<file path="config.mk">
export PLATFORM = sky130hd
export DESIGN_NAME = instruction_sequencer
export DESIGN_NICKNAME = d
export VERILOG_FILES = /design/src/pkg/seq_pkg.sv /design/src/hw/core_alu.sv /design/src/hw/instruction_sequencer.sv
export SDC_FILE = /design/constraint.sdc
export NUM_CORES = 1
export LEC_CHECK = 0
export BUFFER_PORTS_ARGS = -buffer_cell sky130_fd_sc_hd__buf_2
export CAP_MARGIN = 20
export CELL_PAD_IN_SITES_DETAIL_PLACEMENT = 2
export CELL_PAD_IN_SITES_GLOBAL_PLACEMENT = 2
export CORE_MARGIN = 3
export CORE_UTILIZATION = 42
export DETAILED_ROUTE_END_ITERATION = 10
export PLACE_DENSITY_LB_ADDON = 0.1
export RECOVER_POWER = 50
export SLEW_MARGIN = 25
export SYNTH_ARGS = -nofsm -noshare
export SYNTH_HDL_FRONTEND = slang
export SYNTH_SLANG_ARGS = --single-unit
export TNS_END_PERCENT = 50
</file>
<file path="constraint.sdc">
create_clock -name mclk -period 12.87 [get_ports mclk]
set_clock_uncertainty 0.1 [all_clocks]
set_input_delay 2.574 -clock mclk [delete_from_list [all_inputs] [get_ports mclk]]
set_output_delay 2.574 -clock mclk [all_outputs]
set_load 0.01 [all_outputs]
</file>
<file path="src/pkg/seq_pkg.sv">
package seq_pkg;
   // core geometry
   localparam int PC_W     = 10;
   localparam int DA_W     = 7;
   localparam int DW       = 8;
   localparam int IW       = 16;
   localparam int STK_D    = 4;
   localparam int STK_W    = 2;
   localparam int BIT_W    = 3;
   // system clocks in one instruction cycle
   localparam int CYC_CLKS = 4;
   localparam int PH_W     = $clog2(CYC_CLKS);
   localparam logic [PH_W-1:0] PH_FIRST = PH_W'(0);
   localparam logic [PH_W-1:0] PH_STEP  = PH_W'(1);
   localparam logic [PH_W-1:0] PH_EXEC  = PH_W'(CYC_CLKS - 2);
   localparam logic [PH_W-1:0] PH_LAST  = PH_W'(CYC_CLKS - 1);
   // fixed addresses, steps and byte constants
   localparam logic [PC_W-1:0] RST_VEC  = 10'h000;
   localparam logic [PC_W-1:0] INT_VEC  = 10'h004;
   localparam logic [PC_W-1:0] PC_STEP  = 10'h001;
   localparam logic [DA_W-1:0] PROGRAM_COUNTER_LOW_ADDR = 7'h06;
   localparam logic [STK_W-1:0] SP_STEP = 2'h1;
   localparam logic [DW-1:0]   BYTE_ONE = 8'h01;
   localparam logic [DW-1:0]   BYTE_MAX = 8'hFF;

   // instruction word: op in [15:10], bit select [9:7], address [6:0]
   typedef enum logic [5:0] {
      nop_op, mov_am_op, mov_ma_op, mov_ax_op,
      add_am_op, addm_op, add_ax_op, adc_am_op,
      sub_am_op, subm_op, sub_ax_op, sbc_am_op,
      and_am_op, or_am_op, xor_am_op, andm_op,
      and_ax_op, or_ax_op, xor_ax_op, cpl_op, cpla_op, clr_op,
      inc_op, inca_op, dec_op, deca_op,
      rr_op, rl_op, rrc_op, rlc_op,
      skip_zero_op, skip_bit_clear_op, skip_bit_set_op,
      unconditional_jump_op, call_op, subroutine_return_op,
      return_from_interrupt_op, table_read_op,
      int_enable_op, int_disable_op
   } op_t;

   typedef struct packed {
      op_t              op;
      logic [BIT_W-1:0] bsel;
      logic [DA_W-1:0]  addr;
   } instr_t;

   typedef struct packed {
      logic [DW-1:0] res;
      logic          c;
      logic          z;
      logic          c_upd;
      logic          z_upd;
      logic          to_acc;
      logic          to_mem;
   } alu_res_t;

   typedef struct packed {
      logic [DA_W-1:0] addr;
      logic [DW-1:0]   wdata;
      logic            we;
   } dm_req_t;

   typedef struct packed {
      logic z;
      logic c;
      logic global_interrupt_enable;
   } status_t;

   typedef struct packed {
      logic [PH_W-1:0]             ph;
      logic [PC_W-1:0]             pc;
      logic [PC_W-1:0]             pma;
      logic [PC_W-1:0]             tgt;
      instr_t                      ir;
      logic                        irv;
      logic                        flush;
      logic                        tbl;
      logic                        ack;
      logic [DW-1:0]               acc;
      logic [DW-1:0]               wdata;
      logic [DA_W-1:0]             dma;
      logic                        we;
      status_t                     st;
      logic [STK_W-1:0]            sp;
      logic [STK_D-1:0][PC_W-1:0]  stk;
   } core_t;

   localparam core_t CORE_RST = '{
      ph: PH_FIRST, pc: RST_VEC, pma: RST_VEC, tgt: RST_VEC,
      ir: '{op: nop_op, bsel: 3'h0, addr: 7'h00},
      irv: 1'b0, flush: 1'b0, tbl: 1'b0, ack: 1'b0,
      acc: 8'h00, wdata: 8'h00, dma: 7'h00, we: 1'b0,
      st: '{z: 1'b0, c: 1'b0, global_interrupt_enable: 1'b0},
      sp: 2'h0, stk: '0
   };
endpackage : seq_pkg

</file>
<file path="src/hw/core_alu.sv">
`timescale 1ns/100ps
module core_alu (
   input  wire logic [5:0]        op,
   input  wire logic [7:0]        acc,
   input  wire logic [7:0]        mval,
   input  wire logic [7:0]        imm,
   input  wire logic              cin,
   output seq_pkg::alu_res_t      res
);
   import seq_pkg::*;
   logic [8:0] w;
   op_t        o;

   assign o = op_t'(op);

   // data path: result, carry or borrow, zero, destination
   always_comb begin
      w = 9'h000;
      res = '0;
      case (o)
         mov_am_op: begin res.res = mval; res.to_acc = 1'b1; end
         mov_ma_op: begin res.res = acc; res.to_mem = 1'b1; end
         mov_ax_op: begin res.res = imm; res.to_acc = 1'b1; end
         add_am_op, addm_op, add_ax_op, adc_am_op: begin
            w = {1'b0, acc} + {1'b0, (o == add_ax_op) ? imm : mval}
                + {8'h00, (o == adc_am_op) & cin};
            res.c_upd = 1'b1;
            res.to_mem = (o == addm_op);
         end
         sub_am_op, subm_op, sub_ax_op, sbc_am_op: begin
            // bit 8 of the difference is the borrow
            w = {1'b0, acc} - {1'b0, (o == sub_ax_op) ? imm : mval}
                - {8'h00, (o == sbc_am_op) & cin};
            res.c_upd = 1'b1;
            res.to_mem = (o == subm_op);
         end
         and_am_op, andm_op: w = {1'b0, acc & mval};
         or_am_op:  w = {1'b0, acc | mval};
         xor_am_op: w = {1'b0, acc ^ mval};
         and_ax_op: w = {1'b0, acc & imm};
         or_ax_op:  w = {1'b0, acc | imm};
         xor_ax_op: w = {1'b0, acc ^ imm};
         cpl_op, cpla_op: w = {1'b0, ~mval};
         clr_op: begin res.res = 8'h00; res.to_mem = 1'b1; end
         inc_op, inca_op: w = {1'b0, mval + BYTE_ONE};
         dec_op, deca_op: w = {1'b0, mval - BYTE_ONE};
         rr_op:  begin res.res = {mval[0], mval[7:1]}; res.to_mem = 1'b1; end
         rl_op:  begin res.res = {mval[6:0], mval[7]}; res.to_mem = 1'b1; end
         rrc_op: begin
            res.res = {cin, mval[7:1]};
            res.c = mval[0];
            res.c_upd = 1'b1;
            res.to_mem = 1'b1;
         end
         rlc_op: begin
            res.res = {mval[6:0], cin};
            res.c = mval[7];
            res.c_upd = 1'b1;
            res.to_mem = 1'b1;
         end
         default: res.res = 8'h00;
      endcase
      // arithmetic and logic groups take the result from the wide sum
      if (w != 9'h000 || res.c_upd && !res.to_mem && o != rrc_op ||
          o inside {add_am_op, addm_op, add_ax_op, adc_am_op, sub_am_op,
                    subm_op, sub_ax_op, sbc_am_op, and_am_op, andm_op,
                    or_am_op, xor_am_op, and_ax_op, or_ax_op, xor_ax_op,
                    cpl_op, cpla_op, inc_op, inca_op, dec_op, deca_op})
      begin
         res.res = w[7:0];
         res.z_upd = 1'b1;
         if (o inside {add_am_op, addm_op, add_ax_op, adc_am_op,
                       sub_am_op, subm_op, sub_ax_op, sbc_am_op})
            res.c = w[8];
         res.to_acc = !(o inside {addm_op, subm_op, andm_op, cpl_op,
                                  inc_op, dec_op});
         res.to_mem = !res.to_acc;
      end
      res.z = (res.res == 8'h00);
   end
endmodule : core_alu

</file>
<file path="src/hw/instruction_sequencer.sv">
// Function
// - four system clocks per instruction cycle; fetch and execute per cycle
// - most instructions take one cycle; branch, call, table read take two
// - jump, call, return and interrupt return add one cycle
// - writing the program counter low byte is a jump with one extra cycle
// - a skip that skips costs one extra cycle, otherwise one cycle
// - addition flags carry above 255, subtraction flags borrow below zero
// - increment and decrement by one, to memory or to accumulator
// - logic and complement results set zero flag when result is zero
// - rotates move one bit; through-carry forms move outgoing bit to carry
// - moves: memory to accumulator, accumulator to memory, constant in
// - call saves the following address; return resumes there
// - jump loads the target and saves nothing
// - conditional skips test a byte or a bit and skip the next op
// - interrupt return sets the interrupt enable; plain return keeps it
// - interrupt entry pushes only the program counter
`timescale 1ns/100ps
module instruction_sequencer (
   input  wire logic                      mclk,
   input  wire logic                      rstn,
   output logic [seq_pkg::PC_W-1:0]       pm_addr,
   input  wire logic [seq_pkg::IW-1:0]    pm_data,
   output seq_pkg::dm_req_t               dm_req,
   input  wire logic [seq_pkg::DW-1:0]    dm_rdata,
   input  wire logic                      irq,
   output logic                           irq_ack,
   output logic [seq_pkg::DW-1:0]         acc,
   output seq_pkg::status_t               status
);
   import seq_pkg::*;

   core_t            s;
   core_t            next_s;
   alu_res_t         a;
   instr_t           fetched;
   logic [PC_W-1:0]  cur_pc;
   logic [PC_W-1:0]  seq_pc;
   logic [STK_W-1:0] sp_dn;
   logic [DW-1:0]    mval;
   logic             is_pc_low;
   logic             int_take;

   // operand view: the low program counter byte lives here, not in memory
   assign fetched = instr_t'(pm_data);
   assign cur_pc  = s.pc - PC_STEP;
   assign seq_pc  = s.pc + PC_STEP;
   assign sp_dn   = s.sp - SP_STEP;
   assign is_pc_low = (s.ir.addr == PROGRAM_COUNTER_LOW_ADDR);
   assign mval    = is_pc_low ? cur_pc[7:0] : dm_rdata;
   assign int_take = irq && s.st.global_interrupt_enable;

   core_alu u_alu (
      .op   (s.ir.op),
      .acc  (s.acc),
      .mval (mval),
      .imm  ({s.ir.bsel[0], s.ir.addr}),
      .cin  (s.st.c),
      .res  (a)
   );

   // next state: execute at the third clock, sequence at the fourth
   always_comb begin
      next_s = s;
      next_s.ack = 1'b0;
      next_s.ph = (s.ph == PH_LAST) ? PH_FIRST : s.ph + PH_STEP;
      if (s.ph == PH_EXEC) begin
         if (s.irv) begin
            if (a.to_acc)
               next_s.acc = a.res;
            if (a.c_upd)
               next_s.st.c = a.c;
            if (a.z_upd)
               next_s.st.z = a.z;
            if (a.to_mem && is_pc_low) begin
               // a write to the low pc byte redirects the fetch
               next_s.flush = 1'b1;
               next_s.tgt = {s.pc[PC_W-1:8], a.res};
            end else if (a.to_mem) begin
               next_s.wdata = a.res;
               next_s.we = 1'b1;
            end
            case (s.ir.op)
               unconditional_jump_op: begin
                  next_s.flush = 1'b1;
                  next_s.tgt = {s.ir.bsel, s.ir.addr};
               end
               call_op: begin
                  // s.pc already holds the address after the call
                  next_s.stk[s.sp] = s.pc;
                  next_s.sp = s.sp + SP_STEP;
                  next_s.flush = 1'b1;
                  next_s.tgt = {s.ir.bsel, s.ir.addr};
               end
               subroutine_return_op: begin
                  next_s.sp = sp_dn;
                  next_s.tgt = s.stk[sp_dn];
                  next_s.flush = 1'b1;
               end
               return_from_interrupt_op: begin
                  next_s.sp = sp_dn;
                  next_s.tgt = s.stk[sp_dn];
                  next_s.flush = 1'b1;
                  next_s.st.global_interrupt_enable = 1'b1;
               end
               skip_zero_op: begin
                  next_s.flush = (mval == 8'h00);
                  next_s.tgt = seq_pc;
               end
               skip_bit_clear_op: begin
                  next_s.flush = !mval[s.ir.bsel];
                  next_s.tgt = seq_pc;
               end
               skip_bit_set_op: begin
                  next_s.flush = mval[s.ir.bsel];
                  next_s.tgt = seq_pc;
               end
               table_read_op: begin
                  // the second cycle fetches the table word, then resumes
                  next_s.flush = 1'b1;
                  next_s.tgt = s.pc;
                  next_s.tbl = 1'b1;
               end
               int_enable_op:
                  next_s.st.global_interrupt_enable = 1'b1;
               int_disable_op:
                  next_s.st.global_interrupt_enable = 1'b0;
               default: ;
            endcase
            // interrupts enter only at a plain instruction boundary
            if (!next_s.flush && int_take) begin
               next_s.stk[s.sp] = s.pc;
               next_s.sp = s.sp + SP_STEP;
               next_s.flush = 1'b1;
               next_s.tgt = INT_VEC;
               next_s.st.global_interrupt_enable = 1'b0;
               next_s.ack = 1'b1;
            end
         end else if (s.tbl) begin
            // low byte of the table word lands in memory, fetch returns to the program
            next_s.wdata = pm_data[7:0];
            next_s.we = 1'b1;
            next_s.tbl = 1'b0;
            next_s.pma = s.pc;
         end
      end else if (s.ph == PH_LAST) begin
         next_s.we = 1'b0;
         next_s.flush = 1'b0;
         next_s.ir = fetched;
         next_s.irv = !s.flush;
         next_s.pc = s.flush ? s.tgt : seq_pc;
         next_s.pma = s.tbl ? {s.pc[PC_W-1:8], s.acc} : next_s.pc;
         next_s.dma = s.tbl ? s.dma : fetched.addr;
      end
   end

   // state register
   always_ff @(posedge mclk or negedge rstn) begin
      if (!rstn)
         s <= CORE_RST;
      else
         s <= next_s;
   end

   // outputs straight from the state register
   assign pm_addr      = s.pma;
   assign dm_req.addr  = s.dma;
   assign dm_req.wdata = s.wdata;
   assign dm_req.we    = s.we;
   assign irq_ack      = s.ack;
   assign acc          = s.acc;
   assign status       = s.st;

   // checks on sequencing and data path
   logic exec;
   assign exec = (s.ph == PH_EXEC) && s.irv;
endmodule : instruction_sequencer

</file>
==> flow_metrics.env <==
export IMPL_ys_seq_elements=121
export IMPL_syn_area_per_cell_um2=8.45
export IMPL_swShare=0.465
export IMPL_ir_drop_mv=0.107
export IMPL_gp_congestion=0.912
export IMPL_final_setup_tns_ns=0
export IMPL_core_area_um2=24700
export IMPL_via_per_inst=6.66
export IMPL_dp_hpwl_mm=29.9
export IMPL_relSlewSlack=-1.41
export IMPL_cts_num_sinks=121
export IMPL_antenna_found_initial=0
export IMPL_period_needed_ns=8.02
export IMPL_power_switching_mw=0.892
export IMPL_internal_power_mw=1.03
export IMPL_finalSetupViolCount=0
export IMPL_clk_latency_ns=0.44
export IMPL_cts_resized=0
export IMPL_clockBufferDepth=2
export IMPL_rows=57
export IMPL_ys_warn_count=0
export IMPL_synth_most_common_cell="nand2_1"
export IMPL_crit_chain="clkbuf_1, clkbuf_1"
export IMPL_cp_num_cells=2
export IMPL_overflow=0
export IMPL_start_util=0.434
export IMPL_drc=0
export IMPL_path_delay_family="buffers and inverters"
export IMPL_ant_nets=0
export IMPL_grt_usage=0.314
export IMPL_synth_fa_ha_area_frac=0.0502
export IMPL_syn2layout_area_growth_pct=5.81
export IMPL_reg2reg_to="status[2]$_DFFE_PN0P_"
export IMPL_pwr_share_clk=0.248
export IMPL_syn_area_um2=10700
export IMPL_reg2reg_setup_slack_ns=6.65
export IMPL_async_flop_share=1.00
export IMPL_p_seq_frac=0.330
export IMPL_fmax_mhz=125
export IMPL_power_leakage_nw=4.44
export IMPL_wl_per_cell_um=28.1
export IMPL_finalMaxSlewViolations=163
export IMPL_max_cap_violations=3
export IMPL_syn_nets=1336
export IMPL_synth_area_leader_cell="dfrtp_1"
export IMPL_yosys_area_share_simple=0.193
export IMPL_dieArea_um2=27500
export IMPL_finalPower_mw=1.92
export IMPL_layout_nets=1281
export IMPL_portBuffers=64
export IMPL_synth_xor_area_frac=0.0278
export IMPL_dpl_instance_area_um2=10800
export IMPL_synth_top_area_frac=0.283
export IMPL_numCtsBuffers=17
export IMPL_dr_pass1_iters=8
export IMPL_worstPathArrival_ns=7.63
export IMPL_final_util=0.460
export IMPL_synth_edf_count=0
export IMPL_synth_top_family_by_area="compound AO/OA/AOI/OAI gates"
export IMPL_vias=10300
export IMPL_cp_data_required_time_ns=12.48
export IMPL_slowest_stage="clkbuf_1"
export IMPL_grt_pass1_vias=11000
export IMPL_post_cts_buffers=0
export IMPL_num_io_pins=65
export IMPL_hp_start="s[119]$_DFF_PN0_"
export IMPL_drive_above_1_share=0.154
export IMPL_cts_root_buf="clkbuf_16"
export IMPL_syn_inst=1269
export IMPL_worstSetupEndpoint="dm_req[6]$_DFFE_PN0P_"
export IMPL_grt_setup_unrepaired="false"
export IMPL_violations="capacitance limit, slew limit"
export IMPL_crit_type="in -> async"
export IMPL_startpoint_type="input port"
export IMPL_cts_tree="built"
export IMPL_grt_pass1_wl_mm=68.4
export IMPL_startpoint="rstn"
export IMPL_fp_dieH_um=166
export IMPL_r2r_start="s[88]$_DFFE_PN0P_"
export IMPL_fin_crit_sh=0.623
export IMPL_synth_compound_area_frac=0.266
export IMPL_pwr_share_comb=0.422
export IMPL_synthTopCellsByArea="dfrtp_1 28%, mux2_2 4.9%, nand2_1 4.6%"
export IMPL_endpoint_kind="async pin"
export IMPL_grt_start_max_net_pins=67
export IMPL_synthMuxAreaShare=0.0872
export IMPL_drt_initial_drc_count=781
export IMPL_worstHoldPathType="reg -> reg"
export IMPL_crit_buf_inv=2
export IMPL_die_w_um=166
export IMPL_synth_distinct_cells=94
export IMPL_synth_common_cells="132 x nand2_1, 121 x dfrtp_1, 81 x clkbuf_1, 75 x o21ai_0, 72 x nor2_1"
export IMPL_hold_viol_final=0
export IMPL_path_clk_slew_ns=0.07
export IMPL_status="complete, but fails checks"
export IMPL_power_density_nw_per_um2=169
export IMPL_htree_levels=4
export IMPL_worstMarginPinSlew_ns=3.61
export IMPL_crit_top_cell="clkbuf_1"
export IMPL_ctsHoldBuffers=0
export IMPL_totalWireLength_mm=43.6
export IMPL_critPathMaxFanout=66
export IMPL_worst_r2r_path_depth=17
export IMPL_ys_seq_area_frac=0.283
export IMPL_timing_critical_path_slowest_cell_delay_ns=2.67
export IMPL_num_antenna_cells=0
export IMPL_synth_main_ff_cell="dfrtp_1"
export IMPL_fin_area_um2=11300
## power groups by stage
stage          combinational [mW]  clock, mW  sequential (mW)
2_1_floorplan               0.682          0            0.508
3_3_place_gp                0.768          0            0.628
3_5_place_dp                0.808          0            0.632
4_1_cts                     0.820      0.483            0.626
5_1_grt                     0.896      0.501            0.649
6_report                    0.810      0.477            0.633
## metrics by stage
step | std cells | setup slack [ns] | hold slack (ns)
2_1_floorplan | 1269 | 6.78 | 0.332
3_3_place_gp | 1519 | 5.95 | 0.348
3_5_place_dp | 1519 | 5.78 | 0.365
4_1_cts | 1551 | 6.24 | 0.388
5_1_grt | 1551 | 3.76 | 0.420
6_report | 1551 | 4.85 | 0.390
## placed cells by master (no fill, tap or decap), types with 10 or more instances in the layout
cell type | Yosys | final
a21o_1 | 10 | 10
a21oi_1 | 47 | 47
a22o_1 | 10 | 10
a22oi_1 | 10 | 10
a31oi_1 | 47 | 47
buf_2 | 19 | 36
buf_4 | 49 | 21
clkbuf_1 | 81 | 31
clkbuf_16 | 0 | 17
dfrtp_1 | 121 | 121
ha_1 | 35 | 31
inv_1 | 41 | 41
mux2_2 | 47 | 43
mux2i_1 | 18 | 18
mux4_2 | 10 | 10
nand2_1 | 132 | 132
nand2b_1 | 11 | 11
nand3_1 | 25 | 25
nor2_1 | 72 | 71
nor2b_1 | 47 | 47
nor3_1 | 23 | 22
o2111ai_1 | 46 | 45
o211ai_1 | 49 | 49
o21ai_0 | 75 | 75
o22ai_1 | 14 | 14
o31ai_1 | 13 | 13
xnor2_1 | 27 | 27
## layout make-up
class                      instances  area (um^2)
fill                            2796        13300
multi-input combinational        943         6730
sequential                       121         3030
timing repair buffer              88          454
clock buffer                      17          425
tap                              324          405
inverter                          43          161
clock inverter                    15          133
## cells by family (layout without fill, tap and decap cells)
group	after synthesis	count (layout)
and+or+nand+nor	393	393
AOI/OAI and AO/OA	401	401
DFF	121	121
muxes	75	75
buffers and inverters	205	163
adders and majority gates	40	40
xor gates and xnor gates	34	34
## routing by layer
layer	vias up	track usage	share of wire
met4	0	0.119	0.035
met1	5344	0.416	0.43
met5	-	0	0
met2	338	0.523	0.49
li1	4562	-	-
met3	86	0.0464	0.049
## how the worst min path moves through the flow
stage,endpoint,cells after the start
floorplan,s[119]$_DFF_PN0_,1
CTS,dm_req[2]$_DFFE_PN0P_,1
global placement,s[119]$_DFF_PN0_,1
global route,dm_req[7]$_DFFE_PN0P_,1
detailed placement,dm_req[6]$_DFFE_PN0P_,1
finish,s[119]$_DFF_PN0_,1
(Power assumes the default switching activity.)
